$ cat src/logic/iars_pkg.sv
package iars_pkg;

  // ----------------------------------------------------------------
  // Bus and register widths
  // ----------------------------------------------------------------
  localparam int ADDR_W = 17;  // Host byte address width.
  localparam int DATA_W = 16;  // Host data width.
  localparam int SOCK_N = 8;   // Number of sockets that have a summary bit.

  // ----------------------------------------------------------------
  // Host addresses
  // ----------------------------------------------------------------
  // Mode register, pointer-access mode address.
  localparam logic [ADDR_W-1:0] MODE_PTR_ADDR = 17'h08000;
  // Pointer register, high byte at this even address.
  localparam logic [ADDR_W-1:0] PTR_ADDR      = 17'h08002;
  // Data window, high byte at this even address.
  localparam logic [ADDR_W-1:0] WIN_ADDR      = 17'h08004;
  // Direct mode maps host addresses below this one to register offsets.
  localparam logic [ADDR_W-1:0] DIRECT_SPAN   = 17'h00400;

  // ----------------------------------------------------------------
  // Register offsets, resets and field layout
  // ----------------------------------------------------------------
  localparam logic [DATA_W-1:0] MODE_OFS   = 16'h0000;  // Mode register offset.
  localparam logic [DATA_W-1:0] STAT_OFS   = 16'h0002;  // Interrupt status offset.
  localparam logic [DATA_W-1:0] STAT_RESET = 16'h0000;  // Interrupt status reset.
  localparam logic [DATA_W-1:0] PTR_RESET  = 16'h0000;  // Pointer reset.
  localparam logic [DATA_W-1:0] W1C_MASK   = 16'hF000;  // Host-cleared event bits.
  localparam logic [DATA_W-1:0] RSVD_MASK  = 16'h0F00;  // Reserved status bits.
  localparam logic [DATA_W-1:0] HALF_ALIGN = 16'hFFFE;  // Drops the offset LSB.
  localparam int BIT_CONFLICT = 15;  // Address conflict flag.
  localparam int BIT_UNREACH  = 14;  // Port unreachable flag.
  localparam int BIT_SESSION  = 13;  // Session closed flag.
  localparam int BIT_FRAGMENT = 12;  // Fragment size notice flag.

  // ----------------------------------------------------------------
  // Byte lanes
  // ----------------------------------------------------------------
  localparam logic [1:0] BE_WORD = 2'h3;  // Both bytes.
  localparam logic [1:0] BE_HIGH = 2'h2;  // Most significant byte.
  localparam logic [1:0] BE_LOW  = 2'h1;  // Least significant byte.

  // Source of read data held in the first pipeline stage.
  typedef enum logic [3:0] {
    SRC_NONE = 4'h1,
    SRC_PTR  = 4'h2,
    SRC_STAT = 4'h4,
    SRC_TGT  = 4'h8
  } iars_src_e;

endpackage

$ cat src/logic/iars_stat_if.sv
`timescale 1ns/10ps
// Carries status register accesses from the decoder to the status logic.
interface iars_stat_if;
  logic        wr;     // One-cycle write strobe.
  logic [1:0]  be;     // Byte lanes of the write.
  logic [15:0] wdata;  // Write data in its lanes.
  logic [15:0] rdata;  // Current status value.
  logic        int_n;  // Host interrupt level, low active.
  modport ctrl (output wr, be, wdata, input rdata, int_n);
  modport stat (input wr, be, wdata, output rdata, int_n);
endinterface

$ cat src/logic/iars_irq_status.sv
`timescale 1ns/10ps
// Interrupt status register and the host interrupt pin.
module iars_irq_status (
  input  wire logic                     core_clk,
  input  wire logic                     resetn,
  input  wire logic                     address_conflict_flag,
  input  wire logic                     port_unreachable_flag,
  input  wire logic                     session_closed_flag,
  input  wire logic                     fragment_size_notice_flag,
  input  wire logic [iars_pkg::SOCK_N-1:0] socket_raise,
  input  wire logic [iars_pkg::SOCK_N-1:0] socket_event_status,
  input  wire logic [15:0]              interrupt_enable_mask,
  iars_stat_if.stat                     bus
);

  // ----------------------------------------------------------------
  // Status bits
  // ----------------------------------------------------------------
  logic [15:0] status_q;   // Interrupt status.
  logic [15:0] status_d;   // Next interrupt status.
  logic [15:0] set_vec;    // Events of this cycle.
  logic [15:0] w1c_vec;    // Bits the host clears by writing one.
  logic [15:0] auto_clr;   // Summary bits whose socket has gone quiet.
  logic        int_n_q;    // Interrupt pin level.

  // Collects the events; set always wins over any clear.
  always_comb begin
    set_vec = {address_conflict_flag, port_unreachable_flag, session_closed_flag,
               fragment_size_notice_flag, 4'h0, socket_raise};
    w1c_vec = (bus.wr && bus.be[1]) ? (bus.wdata & iars_pkg::W1C_MASK) : 16'h0000;
    auto_clr = {8'h00, ~socket_event_status};
    status_d = ((status_q & ~w1c_vec & ~auto_clr) | set_vec) & ~iars_pkg::RSVD_MASK;
  end

  // Holds the status bits.
  always_ff @(posedge core_clk or negedge resetn) begin
    if (!resetn) begin
      status_q <= iars_pkg::STAT_RESET;
    end else begin
      status_q <= status_d;
    end
  end

  // Drives the pin low on a masked bit, high again only when all bits are zero.
  always_ff @(posedge core_clk or negedge resetn) begin
    if (!resetn) begin
      int_n_q <= 1'b1;
    end else if (|(status_q & interrupt_enable_mask)) begin
      int_n_q <= 1'b0;
    end else if (status_q == 16'h0000) begin
      int_n_q <= 1'b1;
    end
  end

  assign bus.rdata = status_q;
  assign bus.int_n = int_n_q;
endmodule // iars_irq_status

$ cat src/logic/iars_top.sv
`timescale 1ns/10ps
// What this block does
// - Pointer mode exposes only mode, pointer, window.
// - Pointer holds target offset, LSB ignored.
// - Window access acts on pointed register.
// - High byte maps to register MSB.
// - Width select picks word or byte transfers.
// - Status bit sets when its event occurs.
// - Masked set status bit pulls pin low.
// - Pin stays low until status is zero.
// - Upper status bits clear on written one.
// - Socket summary clears when socket status clears.
// - Bit 15 flags address conflict.
// - Bit 14 flags port unreachable message.
// - Bit 13 flags closed session.
// - Bit 12 flags fragment size notice.
// - Bits 7..0 follow socket interrupts.
// - Mask bit gates same status bit.
module iars_top (
  input  wire logic                       core_clk,
  input  wire logic                       resetn,
  input  wire logic [iars_pkg::ADDR_W-1:0] host_addr,
  input  wire logic                       host_rd,
  input  wire logic                       host_wr,
  input  wire logic [15:0]                host_wdata,
  output      logic [15:0]                host_rdata,
  output      logic                       host_rvalid,
  output      logic                       host_int_n,
  input  wire logic                       pointer_access_select,
  input  wire logic                       bus_width_select,
  input  wire logic [15:0]                interrupt_enable_mask,
  input  wire logic                       address_conflict_flag,
  input  wire logic                       port_unreachable_flag,
  input  wire logic                       session_closed_flag,
  input  wire logic                       fragment_size_notice_flag,
  input  wire logic [iars_pkg::SOCK_N-1:0] socket_raise,
  input  wire logic [iars_pkg::SOCK_N-1:0] socket_event_status,
  output      logic                       tgt_rd,
  output      logic                       tgt_wr,
  output      logic [15:0]                tgt_addr,
  output      logic [1:0]                 tgt_be,
  output      logic [15:0]                tgt_wdata,
  input  wire logic [15:0]                tgt_rdata
);

  // ----------------------------------------------------------------
  // Helper functions
  // ----------------------------------------------------------------

  // Byte lanes of a host access: a word, or one byte chosen by address bit 0.
  function automatic logic [1:0] lane_be(input logic wide, input logic a0);
    if (wide) begin
      lane_be = iars_pkg::BE_WORD;
    end else if (a0) begin
      lane_be = iars_pkg::BE_LOW;
    end else begin
      lane_be = iars_pkg::BE_HIGH;
    end
  endfunction

  // Returns the word, or the one selected byte in the low lane.
  function automatic logic [15:0] byte_pick(input logic [1:0] be, input logic [15:0] w);
    if (be == iars_pkg::BE_WORD) begin
      byte_pick = w;
    end else if (be == iars_pkg::BE_HIGH) begin
      byte_pick = {8'h00, w[15:8]};
    end else begin
      byte_pick = {8'h00, w[7:0]};
    end
  endfunction

  // ----------------------------------------------------------------
  // Address decode
  // ----------------------------------------------------------------
  logic [iars_pkg::ADDR_W-1:0] word_addr;  // Host address with bit 0 cleared.
  logic [1:0]                  acc_be;     // Byte lanes of this access.
  logic [15:0]                 acc_wdata;  // Write data placed in its lanes.
  logic                        hit_ptr;    // Pointer register addressed.
  logic                        hit_tgt;    // A common or socket register addressed.
  logic [15:0]                 tgt_ofs;    // Offset of that register.
  logic                        acc_rd;     // Read taken this cycle.
  logic                        acc_wr;     // Write taken this cycle.
  logic [15:0]                 ptr_q;      // Pointer register.

  // Decodes the host access; a write wins over a read in the same cycle.
  always_comb begin
    acc_wr = host_wr;
    acc_rd = host_rd && !host_wr;
    word_addr = {host_addr[iars_pkg::ADDR_W-1:1], 1'b0};
    acc_be = lane_be(bus_width_select, host_addr[0]);
    acc_wdata = bus_width_select ? host_wdata : {host_wdata[7:0], host_wdata[7:0]};
    hit_ptr = (word_addr == iars_pkg::PTR_ADDR);
    hit_tgt = 1'b0;
    tgt_ofs = iars_pkg::MODE_OFS;
    if (pointer_access_select) begin
      if (word_addr == iars_pkg::WIN_ADDR) begin
        hit_tgt = 1'b1;
        tgt_ofs = ptr_q & iars_pkg::HALF_ALIGN;
      end else if (word_addr == iars_pkg::MODE_PTR_ADDR) begin
        hit_tgt = 1'b1;
        tgt_ofs = iars_pkg::MODE_OFS;
      end
    end else if (word_addr < iars_pkg::DIRECT_SPAN) begin
      hit_tgt = 1'b1;
      tgt_ofs = word_addr[15:0];
    end
  end

  // ----------------------------------------------------------------
  // Pointer register
  // ----------------------------------------------------------------

  // Loads the pointer bytes that the access covers; byte writes may come in either order.
  always_ff @(posedge core_clk or negedge resetn) begin
    if (!resetn) begin
      ptr_q <= iars_pkg::PTR_RESET;
    end else if (acc_wr && hit_ptr) begin
      if (acc_be[1]) begin
        ptr_q[15:8] <= acc_wdata[15:8];
      end
      if (acc_be[0]) begin
        ptr_q[7:0] <= acc_wdata[7:0];
      end
    end
  end

  // ----------------------------------------------------------------
  // Forwarding stage
  // ----------------------------------------------------------------
  iars_stat_if          st_bus ();  // Link to the status logic.
  logic                 stat_wr_q;  // Status write strobe.
  logic [1:0]           stat_be_q;  // Status write lanes.
  logic [15:0]          stat_wd_q;  // Status write data.
  logic                 tgt_rd_q;   // Target read strobe.
  logic                 tgt_wr_q;   // Target write strobe.
  logic [15:0]          tgt_addr_q; // Target offset.
  logic [1:0]           tgt_be_q;   // Target lanes.
  logic [15:0]          tgt_wd_q;   // Target write data.
  logic                 rd1_q;      // A read is in the first stage.
  logic [1:0]           be1_q;      // Its lanes.
  iars_pkg::iars_src_e  src1_q;     // Where its data comes from.
  logic                 is_stat;    // Target is the local status register.

  assign is_stat = hit_tgt && (tgt_ofs == iars_pkg::STAT_OFS);

  // Sends status writes to the local register, whatever path they came by.
  always_ff @(posedge core_clk or negedge resetn) begin
    if (!resetn) begin
      stat_wr_q <= 1'b0;
      stat_be_q <= iars_pkg::BE_WORD;
      stat_wd_q <= 16'h0000;
    end else begin
      stat_wr_q <= acc_wr && is_stat;
      stat_be_q <= acc_be;
      stat_wd_q <= acc_wdata;
    end
  end

  // Forwards every other register access to the register port.
  always_ff @(posedge core_clk or negedge resetn) begin
    if (!resetn) begin
      tgt_rd_q   <= 1'b0;
      tgt_wr_q   <= 1'b0;
      tgt_addr_q <= iars_pkg::MODE_OFS;
      tgt_be_q   <= iars_pkg::BE_WORD;
      tgt_wd_q   <= 16'h0000;
    end else begin
      tgt_rd_q <= acc_rd && hit_tgt && !is_stat;
      tgt_wr_q <= acc_wr && hit_tgt && !is_stat;
      if ((acc_rd || acc_wr) && hit_tgt) begin
        tgt_addr_q <= tgt_ofs;
        tgt_be_q   <= acc_be;
        tgt_wd_q   <= acc_wdata;
      end
    end
  end

  // Remembers what a read must return; unmapped reads return zero.
  always_ff @(posedge core_clk or negedge resetn) begin
    if (!resetn) begin
      rd1_q  <= 1'b0;
      be1_q  <= iars_pkg::BE_WORD;
      src1_q <= iars_pkg::SRC_NONE;
    end else begin
      rd1_q <= acc_rd;
      be1_q <= acc_be;
      if (is_stat) begin
        src1_q <= iars_pkg::SRC_STAT;
      end else if (hit_tgt) begin
        src1_q <= iars_pkg::SRC_TGT;
      end else if (hit_ptr) begin
        src1_q <= iars_pkg::SRC_PTR;
      end else begin
        src1_q <= iars_pkg::SRC_NONE;
      end
    end
  end

  assign st_bus.wr    = stat_wr_q;
  assign st_bus.be    = stat_be_q;
  assign st_bus.wdata = stat_wd_q;

  assign tgt_rd    = tgt_rd_q;
  assign tgt_wr    = tgt_wr_q;
  assign tgt_addr  = tgt_addr_q;
  assign tgt_be    = tgt_be_q;
  assign tgt_wdata = tgt_wd_q;

  // ----------------------------------------------------------------
  // Read answer stage
  // ----------------------------------------------------------------
  logic [15:0] rd_word;       // Word chosen for the read.
  logic [15:0] host_rdata_q;  // Read data to the host.
  logic        host_rvalid_q; // Read data valid.

  // Picks the source word of the pending read.
  always_comb begin
    case (src1_q)
      iars_pkg::SRC_PTR:  rd_word = ptr_q;
      iars_pkg::SRC_STAT: rd_word = st_bus.rdata;
      iars_pkg::SRC_TGT:  rd_word = tgt_rdata;
      default:            rd_word = 16'h0000;
    endcase
  end

  // Returns the word, or the addressed byte in the low lane.
  always_ff @(posedge core_clk or negedge resetn) begin
    if (!resetn) begin
      host_rdata_q  <= 16'h0000;
      host_rvalid_q <= 1'b0;
    end else begin
      host_rvalid_q <= rd1_q;
      if (rd1_q) begin
        host_rdata_q <= byte_pick(be1_q, rd_word);
      end
    end
  end

  assign host_rdata  = host_rdata_q;
  assign host_rvalid = host_rvalid_q;
  assign host_int_n  = st_bus.int_n;

  // ----------------------------------------------------------------
  // Status register
  // ----------------------------------------------------------------

  iars_irq_status u_status (
    .core_clk                  (core_clk),
    .resetn                    (resetn),
    .address_conflict_flag     (address_conflict_flag),
    .port_unreachable_flag     (port_unreachable_flag),
    .session_closed_flag       (session_closed_flag),
    .fragment_size_notice_flag (fragment_size_notice_flag),
    .socket_raise              (socket_raise),
    .socket_event_status       (socket_event_status),
    .interrupt_enable_mask     (interrupt_enable_mask),
    .bus                       (st_bus.stat)
  );
endmodule // iars_top

$ cat config.mk
export PLATFORM = sky130hd
export DESIGN_NAME = iars_top
export DESIGN_NICKNAME = d
export VERILOG_FILES = /design/src/logic/iars_pkg.sv /design/src/logic/iars_stat_if.sv /design/src/logic/iars_irq_status.sv /design/src/logic/iars_top.sv
export SDC_FILE = /design/constraint.sdc
export NUM_CORES = 1
export LEC_CHECK = 0
export ABC_AREA = 1
export BUFFER_PORTS_ARGS = -buffer_cell sky130_fd_sc_hd__buf_2
export CORE_AREA = 5 5 131 133
export DETAILED_ROUTE_END_ITERATION = 8
export DIE_AREA = 0 0 136 138
export MAX_ROUTING_LAYER = met4
export PLACE_DENSITY = 0.52
export REMOVE_ABC_BUFFERS = 1
export SLEW_MARGIN = 30
export SYNTH_ARGS = -nofsm -noshare
export SYNTH_HDL_FRONTEND = slang
export SYNTH_SLANG_ARGS = --single-unit
$ cat constraint.sdc
create_clock -name core_clk -period 1.65 [get_ports core_clk]
set_clock_uncertainty 0.05 [all_clocks]
set_input_delay 0.0825 -clock core_clk [delete_from_list [all_inputs] [get_ports core_clk]]
set_output_delay 0.0825 -clock core_clk [all_outputs]
set_load 0.01 [all_outputs]
==> reports/metrics.cfg <==
[pwr]
irDropWorstVdd_v=0.000473
p_switching_mw=1.26
clkPwrFrac=0.414
power_density_nw_per_um2=795
swShare=0.249
seqPwrFrac=0.478
power.leakage_nw=3.30
share_comb_of_total_power=0.108
internal_power_mw=3.80

[clock_network]
postCtsSetupBuffers=0
cts_buffer_depth=2
cts_tree=yes
clock-sinks=93
h-tree-depth=3
clk-insertion-delay-late_ns=0.34
path_clk_slew_ns=0.07
cts_root_buf=clkbuf_16
numCtsBuffers=9

[drt]
ant_nets=0
vias=4177
drc=0
dr.pass1.iters=4
viasPerCell=4.38
routedWlPerCell_um=14.9
drtIter0Drc=207
routed_wl_mm=14.2

[place]
dp.cells=897
routabilityCongestion=0.856
numPortBuffers=139
dp_slack_ns=0.0392
dp_hpwl_mm=10.9
postPlaceCellArea_um2=5660

[sta]
fin_tns_setup_ns=0
period_needed_ns=1.52
max_freq_mhz=660
worst_pin_slew_ns=0.515
final-setup-viol-count=0
rsz0062_at_grt=false
drv_slew=0
post-route-period-util=0.918
setup_ws_ns=0.135
holdWs_ns=0.00530
hold_violations=0
slew_headroom=0.656

[synth]
synth_cell_types=34
async_reset_ff_frac=1.00
synth-xor-area-share=0
synthMuxAreaShare=0
syn_area_per_cell_um2=8.60
yosysSeqAreaShare=0.499
yosys_most_used_dff=dfrtp_1
synth_edf_count=0
synth-seq-cells=93
synth_top_family_by_area=simple AND/OR/NAND/NOR gates
synthSimpleGateAreaFrac=0.220
synth_compound_area_frac=0.179
netlist_area_um2=4680
synth_fa_ha_area_frac=0
syn-instance-count=544
yosysWarningCount=0

[critical_path]
timing.rr.start=ptr_q[6]
critPathKind=flip-flop to flip-flop
worstPathArrival_ns=1.72
worst_setup_path_end_kind=flip-flop
cp_data_required_time_ns=1.86
path_max_fanout=3
start_kind=flip-flop
critPathLaunch=ptr_q[6]

[global_route]
grt_overflow=0
grt_max_degree=35
antenna_found_initial=1
track_usage=0.157
grt_pass1_wl_mm=22.8
grt_pass1_vias=4479

[die]
die_w_um=136
ioPinCount=145
initial_utilization=0.298
die_area_um2=18800
num_rows=46
die_y_um=138
coreArea_um2=15700

[run_status]
outcome=finished, final reports clean

[finish]
drive_above_1_share=0.336
design_area_um2=6370
fin_cells=953
fin_nets=822
area_growth_pct=36.0

[flow_run]
maxCapViolations=0

[worst_hold_path]
hold_class=primary input to flip-flop
hp-start=interrupt_enable_mask[15]

## per-layer routing
metal,track usage,share of wire,vias to the layer above
li1,-,-,2118
met4,0.0371,0.013,0
met2,0.249,0.48,114
met5,-,0,-
met1,0.204,0.46,1933
met3,0.0392,0.049,12
## state kept, by name, summed over array words and instances (netlist names), 2 cells and up
name,cells
st_bus.wdata,4
tgt_be,2
src1_q,4
host_rdata,16
tgt_wdata,16
tgt_addr,15
u_status.bus.rdata,12
be1_q,2
ptr_q,16
## critical path, cell delays in order (launching register included)
cell and delay, ns:
dfrtp_1 0.44, nand2_1 0.08, inv_1 0.04, nand3_1 0.08, nand2_1 0.06, inv_1 0.09, nand2_1 0.06, nor3_1 0.19
nand3_1 0.14, nor2_1 0.18
## power by group through the flow
stage	Clock (mW)	Sequential (mW)	Combinational (mW)
floorplan	0	2.48	0.153
global placement	0	2.46	0.473
detailed placement	0	2.46	0.479
CTS	2.19	2.42	0.555
global route	2.27	2.43	0.611
finish	2.10	2.42	0.547
## synthesized netlist by cell type (6+ instances only)
| library cell | number | area share |
|---|---|---|
| dfstp_2 | 6 | 0.034 |
| o211ai_1 | 12 | 0.019 |
| o22ai_1 | 9 | 0.012 |
| o21ai_2 | 45 | 0.084 |
| nand2_1 | 161 | 0.13 |
| o21ai_0 | 9 | 0.0096 |
| inv_1 | 81 | 0.065 |
| dfrtp_1 | 87 | 0.47 |
| nor2_1 | 31 | 0.025 |
| buf_6 | 9 | 0.022 |
| a21o_1 | 13 | 0.021 |
| a31oi_1 | 8 | 0.011 |
| nand3_1 | 25 | 0.027 |
## cells in the final DEF, fill, tap and decap left out, types with 2 or more instances in the layout
cell,netlist,layout
nand2_1,161,159
buf_2,3,138
dfrtp_1,87,87
inv_1,81,79
o21ai_2,45,45
dlygate4sd3_1,0,38
nor2_1,31,30
nand3_1,25,25
buf_4,3,15
a21o_1,13,13
o211ai_1,12,12
o21ai_0,9,9
o22ai_1,9,9
clkbuf_16,0,9
a31oi_1,8,8
dfstp_2,6,6
inv_2,4,5
a22o_1,5,5
nand3_2,4,4
nor2_2,2,3
nand3b_1,3,3
nor3_1,3,3
nand2_2,1,3
clkinvlp_4,0,3
a221oi_1,3,3
clkinv_2,0,3
buf_12,0,3
nor2_4,2,2
nand4_1,2,2
## through the flow
step                total power, mW  utilization
global placement               2.93        0.360
CTS                            5.16        0.404
global route                   5.31        0.405
floorplan                      2.63            -
detailed placement             2.94        0.360
finish                         5.06        0.405
## logic make-up (layout without fill, tap and decap cells)
| family | count (synthesis) | after routing |
|---|---|---|
| and+or+nand+nor | 238 | 238 |
| other | 1 | 2 |
| buffers and inverters | 105 | 297 |
| AOI/OAI and AO/OA | 107 | 107 |
| DFF | 93 | 93 |
## area by class of cell
type | count | area (um^2)
tap | 216 | 270
antenna | 1 | 2.50
clock buffer | 9 | 225
sequential | 93 | 2330
inverter | 85 | 323
clock inverter | 7 | 72.6
fill | 1628 | 9350
multi-input combinational | 346 | 1880
timing repair inverter | 1 | 7.51
timing repair buffer | 195 | 1250
## final timing paths
| kind | cells past startpoint | slack, ns | endpoint |
|---|---|---|---|
| max in group asynchronous | 3 | 0.70 | tgt_be[1] |
| min in group asynchronous | 2 | 0.19 | u_status.bus.rdata[3] |
| worst max register to register | 9 | 0.13 | st_bus.wr |
| worst min register to register | 2 | 0.42 | tgt_be[0] |
| worst min-delay path | 4 | 0.005 | u_status.bus.int_n |
| worst max-delay path | 9 | 0.13 | st_bus.wr |
## repair_timing
item                                    4_1_cts  5_1_grt
endpoints found under the setup margin        0       11
endpoints found under the hold margin        64        0
hold buffers                                 38        0
resized for setup                             0        7
(Power assumes the default switching activity.)
